### src/verilog/ntme_pkg.sv
// Shared constants and carriers for the trace message encoder.
// Assumes a single core clock domain and a request source that holds its request until taken.
package ntme_pkg;

	// ------------------------------------------------------------------
	// Port and packet widths
	// ------------------------------------------------------------------
	localparam int unsigned PORT_W   = 4;
	localparam int unsigned MAX_PKTS = 4;
	localparam logic [5:0]  LEN_TCODE = 6'h06;
	localparam logic [5:0]  LEN_ICNT  = 6'h08;
	localparam logic [5:0]  LEN_ADDR  = 6'h20;
	localparam logic [5:0]  LEN_DATA  = 6'h20;
	localparam logic [5:0]  LEN_RDATA = 6'h08;
	localparam logic [5:0]  LEN_CODE4 = 6'h04;
	localparam logic [5:0]  LEN_TWO   = 6'h02;
	localparam logic [5:0]  LEN_BITNO = 6'h05;
	localparam logic [1:0]  FILL_LAST = 2'h3;

	// ------------------------------------------------------------------
	// Transfer codes
	// ------------------------------------------------------------------
	localparam logic [5:0] TC_DIRECT      = 6'h03;
	localparam logic [5:0] TC_INDIRECT    = 6'h04;
	localparam logic [5:0] TC_WRITE       = 6'h05;
	localparam logic [5:0] TC_READ        = 6'h06;
	localparam logic [5:0] TC_SYNC        = 6'h09;
	localparam logic [5:0] TC_DIRECT_S    = 6'h0b;
	localparam logic [5:0] TC_INDIRECT_S  = 6'h0c;
	localparam logic [5:0] TC_WRITE_S     = 6'h0d;
	localparam logic [5:0] TC_READ_S      = 6'h0e;
	localparam logic [5:0] TC_RES_FULL    = 6'h1b;
	localparam logic [5:0] TC_CORREL      = 6'h21;
	localparam logic [5:0] TC_WATCH       = 6'h38;
	localparam logic [5:0] TC_DIRECT_TGT  = 6'h39;
	localparam logic [5:0] TC_RMW         = 6'h3a;
	localparam logic [5:0] TC_RMW_S       = 6'h3b;

	// ------------------------------------------------------------------
	// Reset values
	// ------------------------------------------------------------------
	localparam logic [3:0] RST_BEAT = 4'h0;

	typedef enum logic [3:0] {
		NTME_K_DIRECT,
		NTME_K_DIRECT_TGT,
		NTME_K_INDIRECT,
		NTME_K_SYNC,
		NTME_K_RES_FULL,
		NTME_K_CORREL,
		NTME_K_WRITE,
		NTME_K_READ,
		NTME_K_RMW,
		NTME_K_WATCH
	} ntme_kind_t;

	typedef struct packed {
		ntme_kind_t  kind;
		logic        sync_needed;
		logic [7:0]  instruction_count;
		logic [1:0]  event_identifier;
		logic [3:0]  code4;
		logic [1:0]  two_bit_field;
		logic [4:0]  bit_number;
		logic [7:0]  resource_data;
		logic [31:0] address;
		logic [31:0] data;
	} ntme_req_t;

	typedef struct packed {
		logic        valid;
		logic [3:0]  data;
		logic        pkt_end;
		logic        msg_end;
	} ntme_beat_t;

endpackage

### src/verilog/ntme_encoder.sv
// Trace message encoder: turns one trace request into a stream of 4-bit port beats.
// Assumes the request source holds I_REQ stable while I_REQ_VALID is high and not yet taken.
`timescale 1ns/10ps

// Behaviour
// - Each message starts with a six-bit transfer code, then its packets in order.
// - Direct branch sends code 3 with the instruction count.
// - Direct branch with target sends code 57, count, then unique target address.
// - Indirect branch sends code 4 with event identifier, count, unique address.
// - Synchronization sends code 9 with count and full program counter.
// - Direct branch with sync sends code 11 with count and full target.
// - Indirect branch with sync sends code 12 with identifier, count, full target.
// - Resource overflow sends code 27 with resource code and resource data.
// - Correlation sends code 33 with event code and instruction count.
// - Data write sends code 5 with size, unique address, written data.
// - Data read sends code 6 with size, unique address, read data.
// - Data write with sync sends code 13 with size, full address, data.
// - Data read with sync sends code 14 with size, full address, data.
// - Read-modify-write sends code 58 with type, bit number, unique address.
// - Read-modify-write with sync sends code 59 with type, bit number, full address.
// - Trace watchpoint sends code 56 with the two-bit hit mask.
// - Reserved transfer codes are never emitted.
// - Variable packets drop leading zero bits, keeping at least one bit.
// - Variable packets are zero padded to end on a port beat boundary.
// - Fixed packets are always sent at full width.
module ntme_encoder (
	// Clock and reset
	input  wire logic              I_CLK,
	input  wire logic              I_SYS_RST,
	// Trace request from the core
	input  wire logic              I_REQ_VALID,
	input  wire ntme_pkg::ntme_req_t I_REQ,
	output logic                   O_REQ_READY,
	// Auxiliary trace port
	output ntme_pkg::ntme_beat_t   O_AUX
);

	// ------------------------------------------------------------------
	// State and storage
	// ------------------------------------------------------------------
	typedef enum logic {
		NTME_ST_IDLE,
		NTME_ST_SEND
	} ntme_state_t;

	ntme_state_t          state_reg;
	ntme_state_t          state_next;
	logic [31:0]          pkt_data_reg [ntme_pkg::MAX_PKTS];
	logic [5:0]           pkt_len_reg  [ntme_pkg::MAX_PKTS];
	logic                 pkt_var_reg  [ntme_pkg::MAX_PKTS];
	logic [1:0]           pkt_last_reg;
	logic [1:0]           pkt_idx_reg;
	logic [5:0]           bit_idx_reg;
	logic [3:0]           acc_reg;
	logic [1:0]           fill_reg;
	logic                 ready_reg;
	ntme_pkg::ntme_beat_t beat_reg;

	logic [31:0]          ld_data [ntme_pkg::MAX_PKTS];
	logic [5:0]           ld_len  [ntme_pkg::MAX_PKTS];
	logic                 ld_var  [ntme_pkg::MAX_PKTS];
	logic [1:0]           ld_last;
	logic [5:0]           ld_tcode;
	logic                 accept;
	logic                 cur_bit;
	logic [3:0]           acc_next;
	logic                 pkt_done;
	logic                 last_pkt;
	logic                 flush;
	logic                 emit;

	// ------------------------------------------------------------------
	// Helpers
	// ------------------------------------------------------------------
	// Number of significant bits of a value, never less than one.
	function automatic logic [5:0] sig_len(input logic [31:0] value, input logic [5:0] width);
		logic [5:0] len;
		len = 6'h01;
		for (int i = 0; i < 32; i++) begin
			if (value[i] && (i < int'(width))) begin
				len = 6'(i + 1);
			end
		end
		return len;
	endfunction

	// True for transfer codes that the port must never carry.
	function automatic logic tcode_reserved(input logic [5:0] code);
		logic hit;
		hit = 1'b0;
		if ((code == 6'h01) || (code == 6'h07) || (code == 6'h0a)) begin
			hit = 1'b1;
		end else if ((code >= 6'h10) && (code <= 6'h1a)) begin
			hit = 1'b1;
		end else if ((code >= 6'h1c) && (code <= 6'h20)) begin
			hit = 1'b1;
		end else if ((code >= 6'h22) && (code <= 6'h37)) begin
			hit = 1'b1;
		end else if ((code >= 6'h3c) && (code <= 6'h3e)) begin
			hit = 1'b1;
		end
		return hit;
	endfunction

	assign accept = I_REQ_VALID && ready_reg;

	// ------------------------------------------------------------------
	// Message assembly from the request
	// ------------------------------------------------------------------
	always_comb begin
		ld_tcode = ntme_pkg::TC_DIRECT;
		ld_last  = 2'h1;
		for (int p = 0; p < int'(ntme_pkg::MAX_PKTS); p++) begin
			ld_data[p] = 32'h0000_0000;
			ld_len[p]  = ntme_pkg::LEN_TWO;
			ld_var[p]  = 1'b0;
		end
		case (I_REQ.kind)
			ntme_pkg::NTME_K_DIRECT: begin
				ld_tcode = I_REQ.sync_needed ? ntme_pkg::TC_DIRECT_S
				                             : ntme_pkg::TC_DIRECT;
				ld_data[1] = {24'h00_0000, I_REQ.instruction_count};
				ld_len[1]  = ntme_pkg::LEN_ICNT;
				ld_var[1]  = 1'b1;
				if (I_REQ.sync_needed) begin
					ld_data[2] = I_REQ.address;
					ld_len[2]  = ntme_pkg::LEN_ADDR;
					ld_var[2]  = 1'b1;
					ld_last    = 2'h2;
				end
			end
			ntme_pkg::NTME_K_DIRECT_TGT: begin
				ld_tcode   = ntme_pkg::TC_DIRECT_TGT;
				ld_data[1] = {24'h00_0000, I_REQ.instruction_count};
				ld_len[1]  = ntme_pkg::LEN_ICNT;
				ld_var[1]  = 1'b1;
				ld_data[2] = I_REQ.address;
				ld_len[2]  = ntme_pkg::LEN_ADDR;
				ld_var[2]  = 1'b1;
				ld_last    = 2'h2;
			end
			ntme_pkg::NTME_K_INDIRECT: begin
				ld_tcode = I_REQ.sync_needed ? ntme_pkg::TC_INDIRECT_S
				                             : ntme_pkg::TC_INDIRECT;
				ld_data[1] = {30'h0000_0000, I_REQ.event_identifier};
				ld_data[2] = {24'h00_0000, I_REQ.instruction_count};
				ld_len[2]  = ntme_pkg::LEN_ICNT;
				ld_var[2]  = 1'b1;
				ld_data[3] = I_REQ.address;
				ld_len[3]  = ntme_pkg::LEN_ADDR;
				ld_var[3]  = 1'b1;
				ld_last    = 2'h3;
			end
			ntme_pkg::NTME_K_SYNC: begin
				ld_tcode   = ntme_pkg::TC_SYNC;
				ld_data[1] = {24'h00_0000, I_REQ.instruction_count};
				ld_len[1]  = ntme_pkg::LEN_ICNT;
				ld_var[1]  = 1'b1;
				ld_data[2] = I_REQ.address;
				ld_len[2]  = ntme_pkg::LEN_ADDR;
				ld_var[2]  = 1'b1;
				ld_last    = 2'h2;
			end
			ntme_pkg::NTME_K_RES_FULL: begin
				ld_tcode   = ntme_pkg::TC_RES_FULL;
				ld_data[1] = {28'h000_0000, I_REQ.code4};
				ld_len[1]  = ntme_pkg::LEN_CODE4;
				ld_data[2] = {24'h00_0000, I_REQ.resource_data};
				ld_len[2]  = ntme_pkg::LEN_RDATA;
				ld_var[2]  = 1'b1;
				ld_last    = 2'h2;
			end
			ntme_pkg::NTME_K_CORREL: begin
				ld_tcode   = ntme_pkg::TC_CORREL;
				ld_data[1] = {28'h000_0000, I_REQ.code4};
				ld_len[1]  = ntme_pkg::LEN_CODE4;
				ld_data[2] = {24'h00_0000, I_REQ.instruction_count};
				ld_len[2]  = ntme_pkg::LEN_ICNT;
				ld_var[2]  = 1'b1;
				ld_last    = 2'h2;
			end
			ntme_pkg::NTME_K_WRITE,
			ntme_pkg::NTME_K_READ: begin
				if (I_REQ.kind == ntme_pkg::NTME_K_WRITE) begin
					ld_tcode = I_REQ.sync_needed ? ntme_pkg::TC_WRITE_S
					                             : ntme_pkg::TC_WRITE;
				end else begin
					ld_tcode = I_REQ.sync_needed ? ntme_pkg::TC_READ_S
					                             : ntme_pkg::TC_READ;
				end
				ld_data[1] = {30'h0000_0000, I_REQ.two_bit_field};
				ld_data[2] = I_REQ.address;
				ld_len[2]  = ntme_pkg::LEN_ADDR;
				ld_var[2]  = 1'b1;
				ld_data[3] = I_REQ.data;
				ld_len[3]  = ntme_pkg::LEN_DATA;
				ld_var[3]  = 1'b1;
				ld_last    = 2'h3;
			end
			ntme_pkg::NTME_K_RMW: begin
				ld_tcode = I_REQ.sync_needed ? ntme_pkg::TC_RMW_S
				                             : ntme_pkg::TC_RMW;
				ld_data[1] = {30'h0000_0000, I_REQ.two_bit_field};
				ld_data[2] = {27'h000_0000, I_REQ.bit_number};
				ld_len[2]  = ntme_pkg::LEN_BITNO;
				ld_data[3] = I_REQ.address;
				ld_len[3]  = ntme_pkg::LEN_ADDR;
				ld_var[3]  = 1'b1;
				ld_last    = 2'h3;
			end
			ntme_pkg::NTME_K_WATCH: begin
				ld_tcode   = ntme_pkg::TC_WATCH;
				ld_data[1] = {30'h0000_0000, I_REQ.two_bit_field};
			end
			default: begin
				// Unknown kinds fall back to a plain direct branch, so no reserved code escapes.
				ld_tcode   = ntme_pkg::TC_DIRECT;
				ld_data[1] = {24'h00_0000, I_REQ.instruction_count};
				ld_len[1]  = ntme_pkg::LEN_ICNT;
				ld_var[1]  = 1'b1;
			end
		endcase
		// A reserved code is never let onto the port; it is replaced by the direct branch code.
		if (tcode_reserved(ld_tcode)) begin
			ld_tcode = ntme_pkg::TC_DIRECT;
		end
		ld_data[0] = {26'h000_0000, ld_tcode};
		ld_len[0]  = ntme_pkg::LEN_TCODE;
		// Variable packets keep only their significant bits; fixed ones keep full width.
		for (int p = 1; p < int'(ntme_pkg::MAX_PKTS); p++) begin
			if (ld_var[p]) begin
				ld_len[p] = sig_len(ld_data[p], ld_len[p]);
			end
		end
	end

	// ------------------------------------------------------------------
	// Bit serialiser
	// ------------------------------------------------------------------
	always_comb begin
		cur_bit  = pkt_data_reg[pkt_idx_reg][bit_idx_reg[4:0]];
		acc_next = acc_reg | (4'(cur_bit) << fill_reg);
		pkt_done = (bit_idx_reg == (pkt_len_reg[pkt_idx_reg] - 6'h01));
		last_pkt = (pkt_idx_reg == pkt_last_reg);
		flush    = pkt_done && (pkt_var_reg[pkt_idx_reg] || last_pkt);
		emit     = (fill_reg == ntme_pkg::FILL_LAST) || flush;
	end

	always_comb begin
		state_next = state_reg;
		case (state_reg)
			NTME_ST_IDLE: begin
				if (accept) begin
					state_next = NTME_ST_SEND;
				end
			end
			NTME_ST_SEND: begin
				if (pkt_done && last_pkt) begin
					state_next = NTME_ST_IDLE;
				end
			end
			default: begin
				state_next = NTME_ST_IDLE;
			end
		endcase
	end

	always_ff @(posedge I_CLK or posedge I_SYS_RST) begin
		if (I_SYS_RST) begin
			state_reg <= NTME_ST_IDLE;
			ready_reg <= 1'b0;
		end else begin
			state_reg <= state_next;
			ready_reg <= (state_next == NTME_ST_IDLE);
		end
	end

	// Packet store is loaded once per message and read by the serialiser.
	always_ff @(posedge I_CLK or posedge I_SYS_RST) begin
		if (I_SYS_RST) begin
			pkt_last_reg <= 2'h0;
			for (int p = 0; p < int'(ntme_pkg::MAX_PKTS); p++) begin
				pkt_data_reg[p] <= 32'h0000_0000;
				pkt_len_reg[p]  <= ntme_pkg::LEN_TWO;
				pkt_var_reg[p]  <= 1'b0;
			end
		end else if (accept) begin
			pkt_last_reg <= ld_last;
			for (int p = 0; p < int'(ntme_pkg::MAX_PKTS); p++) begin
				pkt_data_reg[p] <= ld_data[p];
				pkt_len_reg[p]  <= ld_len[p];
				pkt_var_reg[p]  <= ld_var[p];
			end
		end
	end

	always_ff @(posedge I_CLK or posedge I_SYS_RST) begin
		if (I_SYS_RST) begin
			pkt_idx_reg <= 2'h0;
			bit_idx_reg <= 6'h00;
		end else if (accept) begin
			pkt_idx_reg <= 2'h0;
			bit_idx_reg <= 6'h00;
		end else if (state_reg == NTME_ST_SEND) begin
			if (pkt_done) begin
				pkt_idx_reg <= pkt_idx_reg + 2'h1;
				bit_idx_reg <= 6'h00;
			end else begin
				bit_idx_reg <= bit_idx_reg + 6'h01;
			end
		end
	end

	// Fixed packets run straight into the next packet inside a beat; padding only on flush.
	always_ff @(posedge I_CLK or posedge I_SYS_RST) begin
		if (I_SYS_RST) begin
			acc_reg  <= ntme_pkg::RST_BEAT;
			fill_reg <= 2'h0;
		end else if (accept) begin
			acc_reg  <= ntme_pkg::RST_BEAT;
			fill_reg <= 2'h0;
		end else if (state_reg == NTME_ST_SEND) begin
			if (emit) begin
				acc_reg  <= ntme_pkg::RST_BEAT;
				fill_reg <= 2'h0;
			end else begin
				acc_reg  <= acc_next;
				fill_reg <= fill_reg + 2'h1;
			end
		end
	end

	always_ff @(posedge I_CLK or posedge I_SYS_RST) begin
		if (I_SYS_RST) begin
			beat_reg <= '0;
		end else if ((state_reg == NTME_ST_SEND) && emit) begin
			beat_reg.valid   <= 1'b1;
			beat_reg.data    <= acc_next;
			beat_reg.pkt_end <= flush;
			beat_reg.msg_end <= pkt_done && last_pkt;
		end else begin
			beat_reg <= '0;
		end
	end

	// ------------------------------------------------------------------
	// Outputs
	// ------------------------------------------------------------------
	assign O_REQ_READY = ready_reg;
	assign O_AUX       = beat_reg;

endmodule

### config.mk
export PLATFORM = sky130hd
export DESIGN_NAME = ntme_encoder
export DESIGN_NICKNAME = d
export VERILOG_FILES = /design/src/verilog/ntme_pkg.sv /design/src/verilog/ntme_encoder.sv
export SDC_FILE = /design/constraint.sdc
export NUM_CORES = 1
export LEC_CHECK = 0
export BUFFER_PORTS_ARGS = -buffer_cell sky130_fd_sc_hd__clkbuf_2
export CAP_MARGIN = 10
export CORE_ASPECT_RATIO = 2
export CORE_MARGIN = 2
export CORE_UTILIZATION = 35
export DETAILED_ROUTE_END_ITERATION = 8
export HOLD_SLACK_MARGIN = 0.03
export PLACE_DENSITY = 0.59
export SKIP_LAST_GASP = 1
export SLEW_MARGIN = 5
export SYNTH_ARGS = -nofsm -noshare
export SYNTH_HDL_FRONTEND = slang
export SYNTH_SLANG_ARGS = --single-unit
### constraint.sdc
create_clock -name I_CLK -period 4.71 [get_ports I_CLK]
set_input_delay 0.7065 -clock I_CLK [delete_from_list [all_inputs] [get_ports I_CLK]]
set_output_delay 0.7065 -clock I_CLK [all_outputs]
set_load 0.05 [all_outputs]
Word-level counts from Yosys, hierarchy flattened
Index checks and enable logic that the tools add are counted.
{ "totals": {"register_bits": 149, "latch_bits": 0, "mem_bits_rw": 0, "mem_bits_ro": 0, "inputBits": 101, "output_inout_bits": 8, "word_cells": 420, "mem_count": 0} }
{ "classes": {"n_addsub": 4, "multipliers": 0, "div": 0, "order_cmp": 103, "n_eq_ne": 15, "shift": 1, "muxes": 150, "n_bitwise": 4, "reduce_logical": 121} }
{ "ops": {"columns": ["op", "count"], "rows": [
  ["2-to-1 mux 6 bit", 101],
  ["less-than comparator 5 x 6 -> 1 bit, first input constant", 48],
  ["one-hot mux 32 bit (5 select lines)", 1],
  ["less-than comparator 4 x 6 -> 1 bit, first input constant", 24],
  ["2-to-1 mux 32 bit", 3],
  ["logical AND 1 bit", 77],
  ["less-than comparator 3 x 6 -> 1 bit, first input constant", 12],
  ["binary-select mux 32 bit (select 2 bit)", 1],
  ["one-hot mux 32 bit (2 select lines)", 1],
  ["one-hot mux 6 bit (9 select lines)", 1],
  ["less-than comparator 2 x 6 -> 1 bit, first input constant", 6],
  ["2-to-1 mux 4 bit", 8],
  ["logical AND 1 bit, first input constant", 24],
  ["one-hot mux 6 bit (4 select lines)", 1],
  ["one-hot mux 8 bit (3 select lines)", 1],
  ["2-to-1 mux 2 bit", 10],
  ["<= comparator 6 bit, second input constant", 3],
  ["less-than comparator 1 x 6 -> 1 bit, first input constant", 3],
  ["equality test 4 x 3 -> 1 bit, second input constant", 4],
  ["OR reduction 4 bit", 4],
  ["2-to-1 mux 1 bit", 14],
  ["OR reduction 7 bit", 2],
  ["binary-select mux 6 bit (select 2 bit)", 1],
  [">= comparator 6 x 5 -> 1 bit, second input constant", 2],
  ["33 further kinds", 46]
]} }

Longest topological paths before layout
{ "logic_depth": {"word_depth": 37, "depth_mapped": 12, "ltp_nobuf": 10} }

Worst setup path after synthesis
No wires, ideal clock.
{ "synth_path": {"path_type": "register to register", "startpoint": "register pkt_idx_reg[0]", "endpoint": "register acc_reg[2]", "setup_ns": 0.121, "arrival_ns": 2.458, "required_ns": 4.589, "slack_ns": 2.130, "path_stages_with_launch": 12, "n_path_buf": 2, "period_less_slack_ns": 2.580, "path_cell_list": "dfrtp_1 > buf_6 > buf_2 > a22o_1 > ha_1 > xor2_1 > nand2_1 > mux2i_1 > o311a_2 > nand3_1 > o211a_2 > a32o_2"} }
{ "synth_between": {"elab_chain_len": 11, "word_cells_on_any_way": 23, "classes_between": "add/sub: 1; eq/ne: 2; shift: 1; mux: 14; bitwise: 2; reduce/logical: 3"} }
{ "synth_rtl": {"columns": ["item", "line_no", "rtl"], "rows": [
  ["start: declaration", "ntme_encoder.sv:52", "logic [1:0] pkt_idx_reg;"],
  ["start signal: assignment", "ntme_encoder.sv:306", "pkt_idx_reg <= pkt_idx_reg + 2'h1;"],
  ["NOT 2 -> 3 bit (not written as such)", "ntme_encoder.sv:241, ntme_encoder.sv:243, ntme_encoder.sv:245", null],
  ["binary-select mux 6 bit (select 2 bit) / binary-select mux 32 bit (select 2 bit) (equally long branches)", "ntme_encoder.sv:243, ntme_encoder.sv:241", null],
  ["2-to-1 mux 6 bit (not written as such) / 2-to-1 mux 32 bit (equally long branches) (2 in a row)", "ntme_encoder.sv:243, ntme_encoder.sv:241", null],
  ["subtractor 6 x 1 -> 6 bit / binary-select mux 1 bit (select 5 bit) (equally long branches)", "ntme_encoder.sv:243, ntme_encoder.sv:241", null],
  ["equality test 6 bit / 2-to-1 mux 1 bit (equally long branches)", "ntme_encoder.sv:243, ntme_encoder.sv:241", null],
  ["logical AND 1 bit / << shifter 1 x 2 -> 4 bit (equally long branches)", "ntme_encoder.sv:245, ntme_encoder.sv:242", null],
  ["logical OR 1 bit / bitwise OR 4 bit (equally long branches)", "ntme_encoder.sv:246, ntme_encoder.sv:242", null],
  ["2-to-1 mux 4 bit *", "ntme_encoder.sv:323", "if (emit) begin"],
  ["2-to-1 mux 4 bit *", "ntme_encoder.sv:322", "end else if (state_reg == NTME_ST_SEND) begin"],
  ["2-to-1 mux 4 bit *", "ntme_encoder.sv:319", "end else if (accept) begin"],
  ["end signal: assignment", "ntme_encoder.sv:320", "acc_reg <= ntme_pkg::RST_BEAT;"],
  ["end signal: assignment", "ntme_encoder.sv:324", "acc_reg <= ntme_pkg::RST_BEAT;"],
  ["end signal: assignment", "ntme_encoder.sv:327", "acc_reg <= acc_next;"],
  ["end: declaration", "ntme_encoder.sv:54", "logic [3:0] acc_reg;"]
]} }
Mark *: on every way between the ends. The rest lies on a longest branch, timed or not. The select of a mux whose other input is x is not followed.
A chain may end at the register's enable or synchronous reset.

Final worst setup path
{ "layout_path": {"startpoint": "input I_REQ[96] in the netlist's numbering", "endpoint": "register pkt_len_reg[0] in the netlist's numbering"} }
{ "layout_between": {"elab_chain_len": 37, "word_cells_on_any_way": 104, "classes_between": "order compare: 31; eq/ne: 4; mux: 35; reduce/logical: 34"} }
{ "layout_rtl": {"columns": ["item", "line_no", "rtl"], "rows": [
  ["start: declaration", "ntme_encoder.sv:32", "input wire ntme_pkg::ntme_req_t I_REQ,"],
  ["equality test 4 x 3 -> 1 bit (tied with other cells)", "ntme_encoder.sv:118", "case (I_REQ.kind)"],
  ["OR reduction 4 bit (no source line)", null, null],
  ["2-to-1 mux 6 bit", "ntme_encoder.sv:118", null],
  ["less-than comparator 1 x 6 -> 1 bit", "ntme_encoder.sv:80", "if (value[i] && (i < int'(width))) begin"],
  ["logical AND 1 bit", "ntme_encoder.sv:80", null],
  ["2-to-1 mux 2 bit", "ntme_encoder.sv:80", null],
  ["2-to-1 mux 6 bit (30 in a row)", "ntme_encoder.sv:80", null],
  ["2-to-1 mux 6 bit *", "ntme_encoder.sv:231", "if (ld_var[p]) begin"],
  ["end signal: indexed assignment", "ntme_encoder.sv:284", "pkt_len_reg[p] <= ntme_pkg::LEN_TWO;"],
  ["end signal: indexed assignment", "ntme_encoder.sv:291", "pkt_len_reg[p] <= ld_len[p];"],
  ["end: declaration", "ntme_encoder.sv:49", "logic [5:0] pkt_len_reg [ntme_pkg::MAX_PKTS];"]
]} }
Mark *: on every way between the ends. The rest lies on a longest branch, timed or not.

==> impl_metrics.py <==
metrics = {
    "floorplan": {
        "rows": 78,
        "pin_count": 109,
        "die_w_um": 111,
        "core_um2": 22500,
        "initial_utilization": 0.354,
        "die_area_um2": 24100,
        "die_h_um": 217,
    },
    "synth": {
        "ys_top_cells_by_area": "dfrtp_1, nand2_1, o21ai_0, nor2_1, mux4_2",
        "synth-adder-area-share": 0.00785,
        "synth_top_cell_by_area": "dfrtp_1",
        "synthArstFlopShare": 1.00,
        "yosys_most_used_dff": "dfrtp_1",
        "synth_cells": 910,
        "yosys-top-cells-count": "nand2_1, dfrtp_1, nor2_1",
        "synth_top_family_by_area": "compound AO/OA/AOI/OAI gates",
        "synth_seq_cells": 123,
        "synth-xor-area-share": 0.0144,
        "syn-num-nets": 1016,
        "synth_edf_count": 0,
        "yosys.area_share.simple": 0.201,
        "ys_types": 82,
        "syn_area_per_cell_um2": 8.76,
        "syn_area_um2": 7970,
        "synth_compound_area_frac": 0.256,
        "synth_top_cell_area_share": 0.377,
        "synth.most_common_cell": "nand2_1",
        "ys_warn_count": 0,
        "synth_mux_area_frac": 0.0879,
        "ys_seq_area_frac": 0.387,
    },
    "detailed_routing": {
        "wl_per_cell_um": 21.3,
        "drc": 0,
        "vias_per_cell": 5.89,
        "ant_nets": 0,
        "dr.first_iter.drc_count": 453,
        "vias": 7549,
        "wl_um": 27200,
        "drtPass1Iterations": 5,
    },
    "hold_path": {
        "hp-class": "input pin to async pin",
    },
    "clocking": {
        "cts_resized": 0,
        "cts_buffer_depth": 2,
        "numCtsBuffers": 17,
        "cts_sinks": 123,
        "cts_setup_buffers": 0,
        "clkLatencyLatePin_ns": 0.44,
        "clkSlewWorstSetupHoldPaths_ns": 0.06,
        "cts_hold_buf": 0,
        "cts_tree": "built",
        "cts_htree_levels": 4,
        "root_buffer": "clkbuf_16",
    },
    "job": {
        "cap_violations": 0,
    },
    "worst_setup_path": {
        "critPathCaptureType": "register",
        "start_kind": "input pin",
        "r2r_setup_slack_ns": 1.31,
        "crit_type": "input pin to register",
        "reg2reg_depth": 10,
        "reg2reg_to": "acc_reg[0]$_DFFE_PP0P_",
        "critPathArrivalTime_ns": 3.78,
        "required_ns": 5.03,
        "crit_fanout": 27,
        "rr_startpoint": "pkt_idx_reg[1]$_DFFE_PP0P_",
    },
    "global_routing": {
        "antenna_found_initial": 0,
        "grt_pass1_wl_um": 42600,
        "grt_max_degree": 88,
        "grt_pass1_vias": 7659,
        "grt_overflow": 0,
        "grt.total_usage": 0.231,
    },
    "pwr": {
        "irDropWorstVdd_v": 0.000275,
        "p_leak_nw": 4.12,
        "powerDensity_nw_per_um2": 573,
    },
    "timing": {
        "worst_clock_skew_ns": 0.00586,
        "min_period_ns": 3.46,
        "finalSetupTns_ns": 0,
        "finalHoldViolations": 0,
        "finalSetupViolations": 0,
        "fin_crit_sh": 0.735,
        "max-slew-margin-rel": 0.243,
        "rsz0062_at_grt": "no",
        "drv_slew": 0,
        "max_freq_mhz": 289,
        "tightestPinTransition_ns": 1.13,
    },
    "place": {
        "io_buffers": 108,
        "gp_congestion": 0.903,
        "dp_hpwl_um": 20600,
    },
    "finish": {
        "syn_to_final_growth_pct": 17.3,
        "drive_gt1_frac": 0.203,
        "fillCellCount": 2312,
        "utilization": 0.415,
        "final_nets": 1093,
        "largest_reg_flops": 78,
    },
    "run_status": {
        "status": "finished, final reports clean",
    },
}
-- per-stage QoR --
step / setup slack (ns) / total power, W / hold slack (ns) / cell area (µm²) / std cells
floorplan: 0.738 / 0.00331 / 0.430 / 7970 / 910
global placement: 1.02 / 0.00386 / 0.448 / 8690 / 1248
detailed placement: 0.891 / 0.00390 / 0.457 / 8690 / 1248
CTS: 1.33 / 0.00538 / 0.471 / 9350 / 1280
global route: 0.918 / 0.00568 / 0.495 / 9350 / 1280
finish: 1.25 / 0.00535 / 0.424 / 9350 / 1281
-- where the power goes --
group | total [W] | internal [W] | switching (W)
registers | 0.00191 | 0.00150 | 0.000407
clock network | 0.00148 | 0.000957 | 0.000519
logic | 0.00197 | 0.000893 | 0.00107
total | 0.00535 | 0.00335 | 0.00200
-- logic make-up (layout without fill, tap and decap cells) --
kind of cell | after synthesis | in the layout
adder cells (fa/ha/maj) | 5 | 5
XOR/XNOR | 11 | 11
other | 0 | 1
multiplexers | 44 | 44
buffers and inverters | 85 | 175
flip-flops | 123 | 123
AO/OA/AOI/OAI | 298 | 298
AND/OR/NAND/NOR | 344 | 344
-- routing by layer --
metal  track usage  vias up  part of all wire
met3        0.0317       94             0.036
met2         0.414      265              0.52
li1              -     3513                 -
met5             0        -                 0
met1         0.237     3677              0.36
met4         0.189        0             0.088
-- final cells by class --
cell class | instances | area [µm²] | area share
Timing Repair Buffer | 121 | 638 | 0.0683
Clock buffer | 19 | 443 | 0.0474
Antenna cell | 1 | 2.50 | 0.000268
Multi-Input combinational cell | 702 | 4530 | 0.485
Inverter | 22 | 85.1 | 0.00910
Tap cell | 280 | 350 | 0.0375
Sequential cell | 123 | 3080 | 0.330
Clock inverter | 13 | 214 | 0.0229
-- worst max-delay path: stages --
cell	delay, ns
clkbuf_2	0.30
nor2_1	0.82
nand2_1	0.58
o311ai_0	0.47
a21oi_1	0.15
a221oi_1	0.27
o21ai_0	0.14
a221o_1	0.33
-- cells in the final DEF (no fill, tap or decap), types with 13 or more instances in the layout --
cell and count:
mux4_2 17, nor2_1 105, dfrtp_1 120, a221oi_1 22
clkbuf_16 17, nor3_1 14, o21ai_0 90, nand3_1 13
inv_1 20, nand2_1 133, buf_4 13, a21oi_1 45
mux2i_1 16, clkbuf_2 108
-- how the worst max path moves through the flow --
| stage | from | to | slack, ns | depth (start not counted) |
|---|---|---|---|---|
| 2_1_floorplan | I_SYS_RST | O_AUX[0]$_DFF_PP0_ | 0.74 | 1 |
| 3_3_place_gp | I_REQ[96] | pkt_len_reg[0]$_DFFE_PP0P_ | 1.02 | 8 |
| 3_5_place_dp | I_REQ[96] | pkt_len_reg[0]$_DFFE_PP0P_ | 0.89 | 8 |
| 4_1_cts | pkt_idx_reg[1]$_DFFE_PP0P_ | acc_reg[0]$_DFFE_PP0P_ | 1.33 | 10 |
| 5_1_grt | I_REQ[96] | pkt_len_reg[0]$_DFFE_PP0P_ | 0.92 | 8 |
| 6_report | I_REQ[96] | pkt_len_reg[0]$_DFFE_PP0P_ | 1.25 | 8 |
No activity file was read; power rests on OpenSTA's default activity.
